### src/hw/gsd_regs.svh
// Offsets, field positions, reset values and timing counts of the
// switch decode and indicator block. Assumes a 50 MHz core clock.
`ifndef GSD_REGS_SVH
`define GSD_REGS_SVH
`define GSD_CLK_HZ        50000000
`define GSD_TICK_MS       50
`define GSD_SETTLE_MS     1
`define GSD_STEPS         6'h28
`define GSD_FALLBACK_BPS  19200
`define GSD_BPS_1         1200
`define GSD_BPS_2         2400
`define GSD_BPS_3         4800
`define GSD_BPS_4         9600
`define GSD_BPS_5         19200
`define GSD_BPS_6         38400
`define GSD_BPS_7         57600
`define GSD_OFF_STATUS    4'h0
`define GSD_OFF_CTRL      4'h4
`define GSD_OFF_ERR       4'h8
`define GSD_STAT_ADDR_LSB 0
`define GSD_STAT_BAUD_LSB 8
`define GSD_STAT_PAR_LSB  12
`define GSD_STAT_IF_BIT   16
`define GSD_STAT_OK_BIT   17
`define GSD_STAT_DONE_BIT 18
`define GSD_CTRL_RDY_BIT  0
`define GSD_CTRL_TMO_BIT  1
`define GSD_CTRL_CAN_LSB  4
`define GSD_CTRL_DEV_LSB  8
`define GSD_CTRL_RST      12'h000
`define GSD_ERR_BIT       0
`endif

### src/hw/gsd_pkg.sv
// Types shared by the switch decode and indicator block.
// Assumes the constants of gsd_regs.svh.
package gsd_pkg;
  typedef enum logic [1:0] {PAR_NONE = 2'h0, PAR_EVEN = 2'h1, PAR_ODD = 2'h2} gsd_par_t;
  typedef enum logic [3:0] {
    M_OFF = 4'h0, M_GRN = 4'h1, M_RED = 4'h2, M_BLK_G = 4'h3, M_BLK_R = 4'h4,
    M_FLICK = 4'h5, M_FL1_G = 4'h6, M_FL1_R = 4'h7, M_FL2_R = 4'h8, M_FL3_R = 4'h9,
    M_FL4_R = 4'ha
  } gsd_mode_t;
  typedef enum logic [1:0] {ST_SETTLE = 2'b01, ST_RUN = 2'b10} gsd_state_t;
  typedef struct packed {
    logic [6:0]  node_addr;
    logic [15:0] bit_cycles;
    gsd_par_t    parity;
    logic        stop2;
    logic        rs232;
    logic        bcast_only;
  } gsd_ser_t;
  typedef struct packed {
    logic bus_err_r;
    logic ready_g;
    logic ready_r;
    logic proc_g;
    logic cfg_r;
    logic net_g;
    logic net_r;
    logic dev_g;
    logic dev_r;
  } gsd_led_t;
endpackage : gsd_pkg

### src/hw/gsd_pattern.sv
// Indicator pattern decoder: mode and shared step give lamp colours.
// Assumes step counts 50 ms ticks from 0 to 39 and wraps.
`timescale 1ns/1ps
`default_nettype none
module gsd_pattern (
  input  wire logic              [5:0] step_i,
  input  wire gsd_pkg::gsd_mode_t      mode_i,
  output logic                         grn_o,
  output logic                         red_o
);
  logic on4;
  logic [2:0] slot;
  assign on4  = ~step_i[2];
  assign slot = step_i[5:3];
  always_comb begin
    grn_o = 1'b0;
    red_o = 1'b0;
    unique case (mode_i)
      gsd_pkg::M_OFF:   ;
      gsd_pkg::M_GRN:   grn_o = 1'b1;
      gsd_pkg::M_RED:   red_o = 1'b1;
      gsd_pkg::M_BLK_G: grn_o = on4;
      gsd_pkg::M_BLK_R: red_o = on4;
      gsd_pkg::M_FLICK: begin
        grn_o = step_i[0];
        red_o = ~step_i[0];
      end
      gsd_pkg::M_FL1_G: grn_o = on4 && (slot < 3'h1);
      gsd_pkg::M_FL1_R: red_o = on4 && (slot < 3'h1);
      gsd_pkg::M_FL2_R: red_o = on4 && (slot < 3'h2);
      gsd_pkg::M_FL3_R: red_o = on4 && (slot < 3'h3);
      gsd_pkg::M_FL4_R: red_o = on4 && (slot < 3'h4);
      default:          ;
    endcase
  end
endmodule : gsd_pattern
`default_nettype wire

### src/hw/gsd_sync.sv
// Two flip-flop synchroniser for a bus of slow pin levels.
// Assumes each bit changes rarely; bits are not coherent.
`timescale 1ns/1ps
`default_nettype none
module gsd_sync #(
  parameter int W = 1
) (
  input  wire logic         core_clk_i,
  input  wire logic         rst_n_i,
  input  wire logic [W-1:0] d_i,
  output logic      [W-1:0] q_o
);
  logic [W-1:0] meta_r;
  always_ff @(posedge core_clk_i or negedge rst_n_i) begin
    if (!rst_n_i) begin
      meta_r <= '0;
      q_o    <= '0;
    end else begin
      meta_r <= d_i;
      q_o    <= meta_r;
    end
  end
endmodule : gsd_sync
`default_nettype wire

### src/hw/gsd_top.sv
// Serial slave switch decode and front-panel indicators, AXI4-Lite slave.
// Assumes switch pins are asynchronous; event inputs share core_clk_i.
// Overview of operation
// - Node address is binary seven-switch value
// - Switches captured once after reset only
// - Three-bit baud code selects 1.2-57.6 kbit/s
// - Two-bit parity code selects parity, stop bits
// - Interface switch off RS-485, on RS-232
// - Invalid switches: red lamp, 19200, broadcast only
// - Bus error lamp red once error detected
// - Processing lamp flashes green during requests
// - Network lamp shows network operating states
// - Network lamp shows network fault codes
// - Lamps 1-4 serial, 5-6 network, device
`timescale 1ns/1ps
`default_nettype none
`include "gsd_regs.svh"
module gsd_top #(
  parameter int TICK_CYC   = `GSD_TICK_MS * (`GSD_CLK_HZ / 1000),
  parameter int SETTLE_CYC = `GSD_SETTLE_MS * (`GSD_CLK_HZ / 1000)
) (
  input  wire logic              core_clk_i,
  input  wire logic              rst_n_i,
  input  wire logic [6:0]        addr_sw_i,
  input  wire logic [7:0]        cfg_sw_i,
  input  wire logic              bus_err_i,
  input  wire logic              query_busy_i,
  output gsd_pkg::gsd_ser_t      ser_cfg_o,
  output logic                   cfg_done_o,
  output gsd_pkg::gsd_led_t      led_o,
  input  wire logic [3:0]        s_axi_awaddr,
  input  wire logic              s_axi_awvalid,
  output logic                   s_axi_awready,
  input  wire logic [31:0]       s_axi_wdata,
  input  wire logic [3:0]        s_axi_wstrb,
  input  wire logic              s_axi_wvalid,
  output logic                   s_axi_wready,
  output logic [1:0]             s_axi_bresp,
  output logic                   s_axi_bvalid,
  input  wire logic              s_axi_bready,
  input  wire logic [3:0]        s_axi_araddr,
  input  wire logic              s_axi_arvalid,
  output logic                   s_axi_arready,
  output logic [31:0]            s_axi_rdata,
  output logic [1:0]             s_axi_rresp,
  output logic                   s_axi_rvalid,
  input  wire logic              s_axi_rready
);
  localparam int CLK = `GSD_CLK_HZ;

  logic [6:0]          addr_s;
  logic [7:0]          cfg_s;
  gsd_pkg::gsd_state_t state_r;
  logic [31:0]         settle_r;
  logic [6:0]          addr_r;
  logic [2:0]          baud_r;
  logic [1:0]          par_r;
  logic                if_r;
  logic                ok_nxt;
  logic [15:0]         cyc_nxt;
  logic [11:0]         ctrl_r;
  logic                err_r;
  logic [31:0]         tick_r;
  logic [5:0]          step_r;
  gsd_pkg::gsd_mode_t  mode_sel [3];
  logic [2:0]          pat_g;
  logic [2:0]          pat_r;
  logic                aw_have_r;
  logic                w_have_r;
  logic [3:0]          awaddr_r;
  logic [31:0]         wdata_r;
  logic [3:0]          wstrb_r;
  logic                aw_fire;
  logic                w_fire;
  logic                ar_fire;
  logic                wr_go;
  logic [31:0]         rd_mux;
  logic                rd_hit;

  gsd_sync #(.W(15)) u_sync (
    .core_clk_i (core_clk_i),
    .rst_n_i    (rst_n_i),
    .d_i        ({addr_sw_i, cfg_sw_i}),
    .q_o        ({addr_s, cfg_s})
  );

  // Startup sequencer: wait for the pins to settle, then run forever
  always_ff @(posedge core_clk_i or negedge rst_n_i) begin
    if (!rst_n_i) begin
      state_r  <= gsd_pkg::ST_SETTLE;
      settle_r <= 32'h0000_0000;
    end else begin
      unique case (state_r)
        gsd_pkg::ST_SETTLE: begin
          if (settle_r == 32'(SETTLE_CYC - 1)) begin
            state_r <= gsd_pkg::ST_RUN;
          end else begin
            settle_r <= settle_r + 32'h0000_0001;
          end
        end
        gsd_pkg::ST_RUN: state_r <= gsd_pkg::ST_RUN;
      endcase
    end
  end

  // Single capture at the end of settling; later moves ignored
  always_ff @(posedge core_clk_i or negedge rst_n_i) begin
    if (!rst_n_i) begin
      addr_r <= 7'h00;
      baud_r <= 3'h0;
      par_r  <= 2'h0;
      if_r   <= 1'b0;
    end else if (state_r == gsd_pkg::ST_SETTLE && settle_r == 32'(SETTLE_CYC - 1)) begin
      addr_r <= addr_s;
      baud_r <= {cfg_s[7], cfg_s[0], cfg_s[1]};
      par_r  <= {cfg_s[2], cfg_s[3]};
      if_r   <= cfg_s[4];
    end
  end

  assign ok_nxt = (baud_r != 3'h0) && (par_r != 2'h0);

  always_comb begin
    unique case (baud_r)
      3'h1:    cyc_nxt = 16'(CLK / `GSD_BPS_1);
      3'h2:    cyc_nxt = 16'(CLK / `GSD_BPS_2);
      3'h3:    cyc_nxt = 16'(CLK / `GSD_BPS_3);
      3'h4:    cyc_nxt = 16'(CLK / `GSD_BPS_4);
      3'h5:    cyc_nxt = 16'(CLK / `GSD_BPS_5);
      3'h6:    cyc_nxt = 16'(CLK / `GSD_BPS_6);
      3'h7:    cyc_nxt = 16'(CLK / `GSD_BPS_7);
      default: cyc_nxt = 16'(CLK / `GSD_FALLBACK_BPS);
    endcase
    if (!ok_nxt) begin
      cyc_nxt = 16'(CLK / `GSD_FALLBACK_BPS);
    end
  end

  // Serial port settings handed to the serial engine
  always_ff @(posedge core_clk_i or negedge rst_n_i) begin
    if (!rst_n_i) begin
      ser_cfg_o  <= '0;
      cfg_done_o <= 1'b0;
    end else begin
      cfg_done_o           <= (state_r == gsd_pkg::ST_RUN);
      ser_cfg_o.node_addr  <= addr_r;
      ser_cfg_o.bit_cycles <= cyc_nxt;
      ser_cfg_o.rs232      <= if_r;
      ser_cfg_o.bcast_only <= !ok_nxt;
      ser_cfg_o.stop2      <= !ok_nxt || (par_r == 2'h1);
      unique case ({ok_nxt, par_r})
        3'h6:    ser_cfg_o.parity <= gsd_pkg::PAR_EVEN;
        3'h7:    ser_cfg_o.parity <= gsd_pkg::PAR_ODD;
        default: ser_cfg_o.parity <= gsd_pkg::PAR_NONE;
      endcase
    end
  end

  // Sticky bus error; a new error beats a software clear
  always_ff @(posedge core_clk_i or negedge rst_n_i) begin
    if (!rst_n_i) begin
      err_r <= 1'b0;
    end else if (bus_err_i) begin
      err_r <= 1'b1;
    end else if (wr_go && awaddr_r == `GSD_OFF_ERR && wstrb_r[0] && wdata_r[`GSD_ERR_BIT]) begin
      err_r <= 1'b0;
    end
  end

  // Software-set link and device state
  always_ff @(posedge core_clk_i or negedge rst_n_i) begin
    if (!rst_n_i) begin
      ctrl_r <= `GSD_CTRL_RST;
    end else if (wr_go && awaddr_r == `GSD_OFF_CTRL) begin
      if (wstrb_r[0]) begin
        ctrl_r[7:0] <= wdata_r[7:0];
      end
      if (wstrb_r[1]) begin
        ctrl_r[11:8] <= wdata_r[11:8];
      end
    end
  end

  // Shared pattern timebase: 50 ms ticks, 40-step frame
  always_ff @(posedge core_clk_i or negedge rst_n_i) begin
    if (!rst_n_i) begin
      tick_r <= 32'h0000_0000;
      step_r <= 6'h00;
    end else if (tick_r == 32'(TICK_CYC - 1)) begin
      tick_r <= 32'h0000_0000;
      step_r <= (step_r == `GSD_STEPS - 6'h01) ? 6'h00 : step_r + 6'h01;
    end else begin
      tick_r <= tick_r + 32'h0000_0001;
    end
  end

  // Pattern selection for lamps 3, 5 and 6
  always_comb begin
    mode_sel[0] = query_busy_i ? gsd_pkg::M_BLK_G : gsd_pkg::M_OFF;
    unique case (ctrl_r[`GSD_CTRL_CAN_LSB +: 4])
      4'h1:    mode_sel[1] = gsd_pkg::M_FLICK;
      4'h2:    mode_sel[1] = gsd_pkg::M_BLK_G;
      4'h3:    mode_sel[1] = gsd_pkg::M_FL1_G;
      4'h4:    mode_sel[1] = gsd_pkg::M_GRN;
      4'h5:    mode_sel[1] = gsd_pkg::M_BLK_R;
      4'h6:    mode_sel[1] = gsd_pkg::M_FL1_R;
      4'h7:    mode_sel[1] = gsd_pkg::M_FL2_R;
      4'h8:    mode_sel[1] = gsd_pkg::M_FL3_R;
      4'h9:    mode_sel[1] = gsd_pkg::M_FL4_R;
      4'ha:    mode_sel[1] = gsd_pkg::M_RED;
      default: mode_sel[1] = gsd_pkg::M_OFF;
    endcase
    unique case (ctrl_r[`GSD_CTRL_DEV_LSB +: 4])
      4'h1:    mode_sel[2] = gsd_pkg::M_FL1_R;
      4'h2:    mode_sel[2] = gsd_pkg::M_FL2_R;
      4'h3:    mode_sel[2] = gsd_pkg::M_FL3_R;
      4'h4:    mode_sel[2] = gsd_pkg::M_RED;
      default: mode_sel[2] = gsd_pkg::M_GRN;
    endcase
    if (state_r == gsd_pkg::ST_SETTLE) begin
      mode_sel[2] = gsd_pkg::M_BLK_G;
    end else if (!ok_nxt && ctrl_r[`GSD_CTRL_DEV_LSB +: 4] != 4'h4) begin
      mode_sel[2] = gsd_pkg::M_FL4_R;
    end
  end

  for (genvar i = 0; i < 3; i++) begin : g_pat
    gsd_pattern u_pat (
      .step_i (step_r),
      .mode_i (mode_sel[i]),
      .grn_o  (pat_g[i]),
      .red_o  (pat_r[i])
    );
  end

  // Lamp drivers, lamps 1-4 serial side, 5-6 network and device
  always_ff @(posedge core_clk_i or negedge rst_n_i) begin
    if (!rst_n_i) begin
      led_o <= '0;
    end else begin
      led_o.bus_err_r <= err_r;
      led_o.ready_r   <= ctrl_r[`GSD_CTRL_TMO_BIT];
      led_o.ready_g   <= ctrl_r[`GSD_CTRL_RDY_BIT] && !ctrl_r[`GSD_CTRL_TMO_BIT];
      led_o.proc_g    <= pat_g[0];
      led_o.cfg_r     <= (state_r == gsd_pkg::ST_RUN) && !ok_nxt;
      led_o.net_g     <= pat_g[1];
      led_o.net_r     <= pat_r[1];
      led_o.dev_g     <= pat_g[2];
      led_o.dev_r     <= pat_r[2];
    end
  end

  // AXI4-Lite write side
  assign aw_fire = s_axi_awvalid && s_axi_awready;
  assign w_fire  = s_axi_wvalid && s_axi_wready;
  assign wr_go   = aw_have_r && w_have_r && !s_axi_bvalid;

  always_ff @(posedge core_clk_i or negedge rst_n_i) begin
    if (!rst_n_i) begin
      aw_have_r     <= 1'b0;
      awaddr_r      <= 4'h0;
      s_axi_awready <= 1'b0;
    end else if (aw_fire) begin
      aw_have_r     <= 1'b1;
      awaddr_r      <= {s_axi_awaddr[3:2], 2'b00};
      s_axi_awready <= 1'b0;
    end else begin
      if (wr_go) begin
        aw_have_r <= 1'b0;
      end
      s_axi_awready <= !aw_have_r && !s_axi_bvalid;
    end
  end

  always_ff @(posedge core_clk_i or negedge rst_n_i) begin
    if (!rst_n_i) begin
      w_have_r     <= 1'b0;
      wdata_r      <= 32'h0000_0000;
      wstrb_r      <= 4'h0;
      s_axi_wready <= 1'b0;
    end else if (w_fire) begin
      w_have_r     <= 1'b1;
      wdata_r      <= s_axi_wdata;
      wstrb_r      <= s_axi_wstrb;
      s_axi_wready <= 1'b0;
    end else begin
      if (wr_go) begin
        w_have_r <= 1'b0;
      end
      s_axi_wready <= !w_have_r && !s_axi_bvalid;
    end
  end

  always_ff @(posedge core_clk_i or negedge rst_n_i) begin
    if (!rst_n_i) begin
      s_axi_bvalid <= 1'b0;
      s_axi_bresp  <= 2'b00;
    end else if (wr_go) begin
      s_axi_bvalid <= 1'b1;
      s_axi_bresp  <= (awaddr_r == `GSD_OFF_CTRL || awaddr_r == `GSD_OFF_ERR) ? 2'b00 : 2'b10;
    end else if (s_axi_bready) begin
      s_axi_bvalid <= 1'b0;
    end
  end

  // AXI4-Lite read side
  assign ar_fire = s_axi_arvalid && s_axi_arready;

  always_comb begin
    rd_mux = 32'h0000_0000;
    rd_hit = 1'b1;
    unique case ({s_axi_araddr[3:2], 2'b00})
      `GSD_OFF_STATUS: begin
        rd_mux[`GSD_STAT_ADDR_LSB +: 7] = addr_r;
        rd_mux[`GSD_STAT_BAUD_LSB +: 3] = baud_r;
        rd_mux[`GSD_STAT_PAR_LSB +: 2]  = par_r;
        rd_mux[`GSD_STAT_IF_BIT]        = if_r;
        rd_mux[`GSD_STAT_OK_BIT]        = ok_nxt;
        rd_mux[`GSD_STAT_DONE_BIT]      = (state_r == gsd_pkg::ST_RUN);
      end
      `GSD_OFF_CTRL: rd_mux[11:0] = ctrl_r;
      `GSD_OFF_ERR:  rd_mux[`GSD_ERR_BIT] = err_r;
      default:       rd_hit = 1'b0;
    endcase
  end

  always_ff @(posedge core_clk_i or negedge rst_n_i) begin
    if (!rst_n_i) begin
      s_axi_arready <= 1'b0;
      s_axi_rvalid  <= 1'b0;
      s_axi_rdata   <= 32'h0000_0000;
      s_axi_rresp   <= 2'b00;
    end else if (ar_fire) begin
      s_axi_arready <= 1'b0;
      s_axi_rvalid  <= 1'b1;
      s_axi_rdata   <= rd_mux;
      s_axi_rresp   <= rd_hit ? 2'b00 : 2'b10;
    end else if (s_axi_rvalid) begin
      if (s_axi_rready) begin
        s_axi_rvalid <= 1'b0;
      end
    end else begin
      s_axi_arready <= 1'b1;
    end
  end
endmodule : gsd_top
`default_nettype wire

### config.mk
export PLATFORM = sky130hd
export DESIGN_NAME = gsd_top
export DESIGN_NICKNAME = d
export VERILOG_FILES = /design/src/hw/gsd_pkg.sv /design/src/hw/gsd_pattern.sv /design/src/hw/gsd_sync.sv /design/src/hw/gsd_top.sv
export VERILOG_INCLUDE_DIRS = /design/src /design/src/hw
export SDC_FILE = /design/constraint.sdc
export NUM_CORES = 1
export LEC_CHECK = 0
export BUFFER_PORTS_ARGS = -buffer_cell sky130_fd_sc_hd__buf_2
export CORE_ASPECT_RATIO = 0.8
export CORE_MARGIN = 5
export CORE_UTILIZATION = 50
export CTS_BUF_LIST = sky130_fd_sc_hd__clkbuf_8
export CTS_CLUSTER_DIAMETER = 40
export DETAILED_ROUTE_END_ITERATION = 8
export PLACE_DENSITY = 0.72
export SLEW_MARGIN = 20
export SYNTH_ARGS = -nofsm -noshare
export SYNTH_HDL_FRONTEND = slang
export SYNTH_HIERARCHICAL = 1
export SYNTH_SLANG_ARGS = --single-unit
### constraint.sdc
create_clock -name core_clk_i -period 5.47 [get_ports core_clk_i]
set_input_delay 0.2735 -clock core_clk_i [delete_from_list [all_inputs] [get_ports core_clk_i]]
set_output_delay 0.2735 -clock core_clk_i [all_outputs]
set_load 0.02 [all_outputs]
==> reports/qor.txt <==
CP max stage cell: nor3_1
Die H: 128 um
Worst Tran Pin Value: 0.826 ns
Die area: 0.0201 sq mm
Antenna diode count: 0
Sequential power share: 47.9%
I/O pin cnt: 147
Static Leak: 5.07 nW
Pwr Density: 361 mW/mm^2
Via density: 5.14
WHS Path Cells: 3
Min-delay worst type: in -> reg
Yosys warnings: 6
CP Cell Sequence: or3_1 -> and2_0 -> inv_1 -> nor3_1 -> nor2b_1 -> a31oi_1 -> o221ai_2
Layout Nets: 957
Vias in the first global route: 5729
Post-DP Area: 0.00936 sq mm
Root buf cell: clkbuf_8
Final ANT Viol Nets: 0
Internal power: 2.71 mW
Die width: 157 um
Dpl hpwl: 11.4 mm
Fillers: 1387
DR iter-0 viols: 189
Fin. max-slew vios: 0
R2R depth: 7
Starting Density: 50.5%
Count of final hold-check violations: 0
Clk sinks: 202
Initial antenna violation count: 0
Drt pass-1 iters: 4
CP Depth: 7
CP arrival: 3.04 ns
Max clock buf depth: 3
Layout cell share with drive strength beyond 1: 23.5%
Run status: complete, no violations
Total Routing Usage GR: 17.5%
Crit-path max FO: 14
Switching Share: 27.7%
FMAX: 390 MHz
# rows: 43
Final GP Congestion: 0.799
Area of the multi-input gates: 0.00342 sq mm
Hold Crit Start: query_busy_i
WL/cell: 15.2 um
First-pass GRT wire length: 29.2 mm
Final worst path period share: 46.9%
CP Data Required Time: 5.95 ns
Worst skew pair latency: 0.56 ns
Final Instance Area: 0.0104 sq mm
Startpoint type of the worst setup path: flip-flop
Sw power: 1.04 mW
Num CTS Buffers: 31
Clock Skew: 0.0145 ns
Peak supply drop: 0.297 mV
TritonCTS clock tree: built
Final wirelength: 17.1 mm
Largest stage delay, worst path: 0.62 ns
Slew HR: 44.8%
CP Buf/Inv Count: 1
Synthesized area per cell: 12.0 sq um
Clock power frac: 35.3%
Gate power share: 16.8%
Crit path time final: 2.57 ns
CP delay by family, top: simple AND/OR/NAND/NOR gates
Reg-to-reg setup timing slack: 2.90 ns
Worst Hold End: led_o[5]$_DFF_PN0_
H-Tree Depth: 1
FF-to-FF Start: baud_r[2]$_DFFE_PN0P_
WS Path Type: reg -> reg
Endpoints failing setup: 0
Register area: 0.00506 sq mm
Port buffer count: 101
Clk slew on worst S/H paths: 0.07 ns
Via count: 5792
Mapped Cells: 724
Unrepaired setup endpoints after global routing: false
Maxcap violations: 0
Cell area after synthesis: 0.00869 sq mm
R2r endpoint: led_o[0]$_DFF_PN0_
Global route overflow: 0
Setup TNS: 0 ns
DR DRC count: 0
Area Overhead vs Synth: 19.4%
Pin count of the biggest net entering global routing: 88
CP Capture Type: flip-flop
Core area: 0.0172 sq mm
-- timing repair --
action                                 in CTS  in global routing
gates resized for setup                     0                  0
endpoints found under the hold margin     119                  0
buffers inserted                            0                  0
setup endpoints to repair                   0                  0
hold buffers                               35                  0
-- power groups by stage --
| stage | logic, mW | registers, mW | clock network (mW) |
|---|---|---|---|
| floorplan | 0.389 | 1.84 | 0 |
| global placement | 0.593 | 1.81 | 0 |
| detailed placement | 0.613 | 1.82 | 0 |
| CTS | 0.633 | 1.79 | 1.36 |
| global route | 0.704 | 1.82 | 1.44 |
| finish | 0.629 | 1.80 | 1.32 |
-- through the flow --
step | power [mW] | utilization (%) | worst slack (ns) | hold slack (ns) | cells
after floorplan | 2.23 | - | 3.38 | -0.0221 | 746
after global placement | 2.41 | 54.4 | 3.02 | 0.332 | 1038
after detailed placement | 2.43 | 54.4 | 2.94 | 0.335 | 1038
after CTS | 3.79 | 60.3 | 2.94 | 0.0115 | 1126
after global routing | 3.96 | 60.3 | 2.58 | 0.0583 | 1126
final | 3.74 | 60.3 | 2.90 | 0.0534 | 1126
-- registers in the layout, summed over array words and instances (netlist names), 2 cells and up --
signal         cells
state_r            2
u_sync/meta_r     13
s_axi_rdata       17
wstrb_r            2
par_r              2
settle_r          32
tick_r            32
ctrl_r            12
ser_cfg_o         26
awaddr_r           2
addr_r             7
led_o              9
baud_r             3
wdata_r           12
step_r             6
u_sync/q_o        13
-- cell usage in the layout, fill, tap and decap left out, drive strengths merged, types with 6 or more instances in the layout --
cell type      n
a22o           6
nor4b          9
dfrtp        201
mux2i         14
nand2b         9
clkbuf        38
buf          103
ha             8
nor3b          9
xnor2         34
o21ai         26
inv           29
nor3          16
nor2b         13
nor2          51
and3          16
conb          23
nand2         57
xor2          30
nor4          16
nand4         23
nand3         31
and2           6
mux2          43
dlygate4sd3   35
-- per-layer routing --
metal | wire length, um | global-route usage [%]
met3 | 890 | 4.02
met1 | 8060 | 25.8
met2 | 7740 | 26.0
met5 | 0 | 0
met4 | 405 | 5.06
-- cell type report --
type | count | area share (%)
Sequential cell | 202 | 48.7
Multi-Input combinational cell | 489 | 33.0
Timing Repair Buffer | 139 | 8.55
Clock buffer | 37 | 4.91
Tap cell | 225 | 2.71
Clock inverter | 16 | 1.48
Inverter | 18 | 0.651
-- worst reg2reg max path, cell delays in order, from the launching register on --
cell and delay (ns):
dfrtp_1 0.61, or3_1 0.24, and2_0 0.35, inv_1 0.12, nor3_1 0.62, nor2b_1 0.25, a31oi_1 0.11, o221ai_2 0.17
-- worst max path at each step --
stage                           start            endpoint  slack [ns]
2_1_floorplan  ctrl_r[10]$_DFFE_PN0P_  led_o[0]$_DFF_PN0_        3.38
3_3_place_gp    baud_r[2]$_DFFE_PN0P_  led_o[0]$_DFF_PN0_        3.02
3_5_place_dp    baud_r[2]$_DFFE_PN0P_  led_o[0]$_DFF_PN0_        2.94
4_1_cts         baud_r[2]$_DFFE_PN0P_  led_o[0]$_DFF_PN0_        2.94
5_1_grt         baud_r[2]$_DFFE_PN0P_  led_o[0]$_DFF_PN0_        2.58
6_report        baud_r[2]$_DFFE_PN0P_  led_o[0]$_DFF_PN0_        2.90
Power figures use the tool's default switching activity.
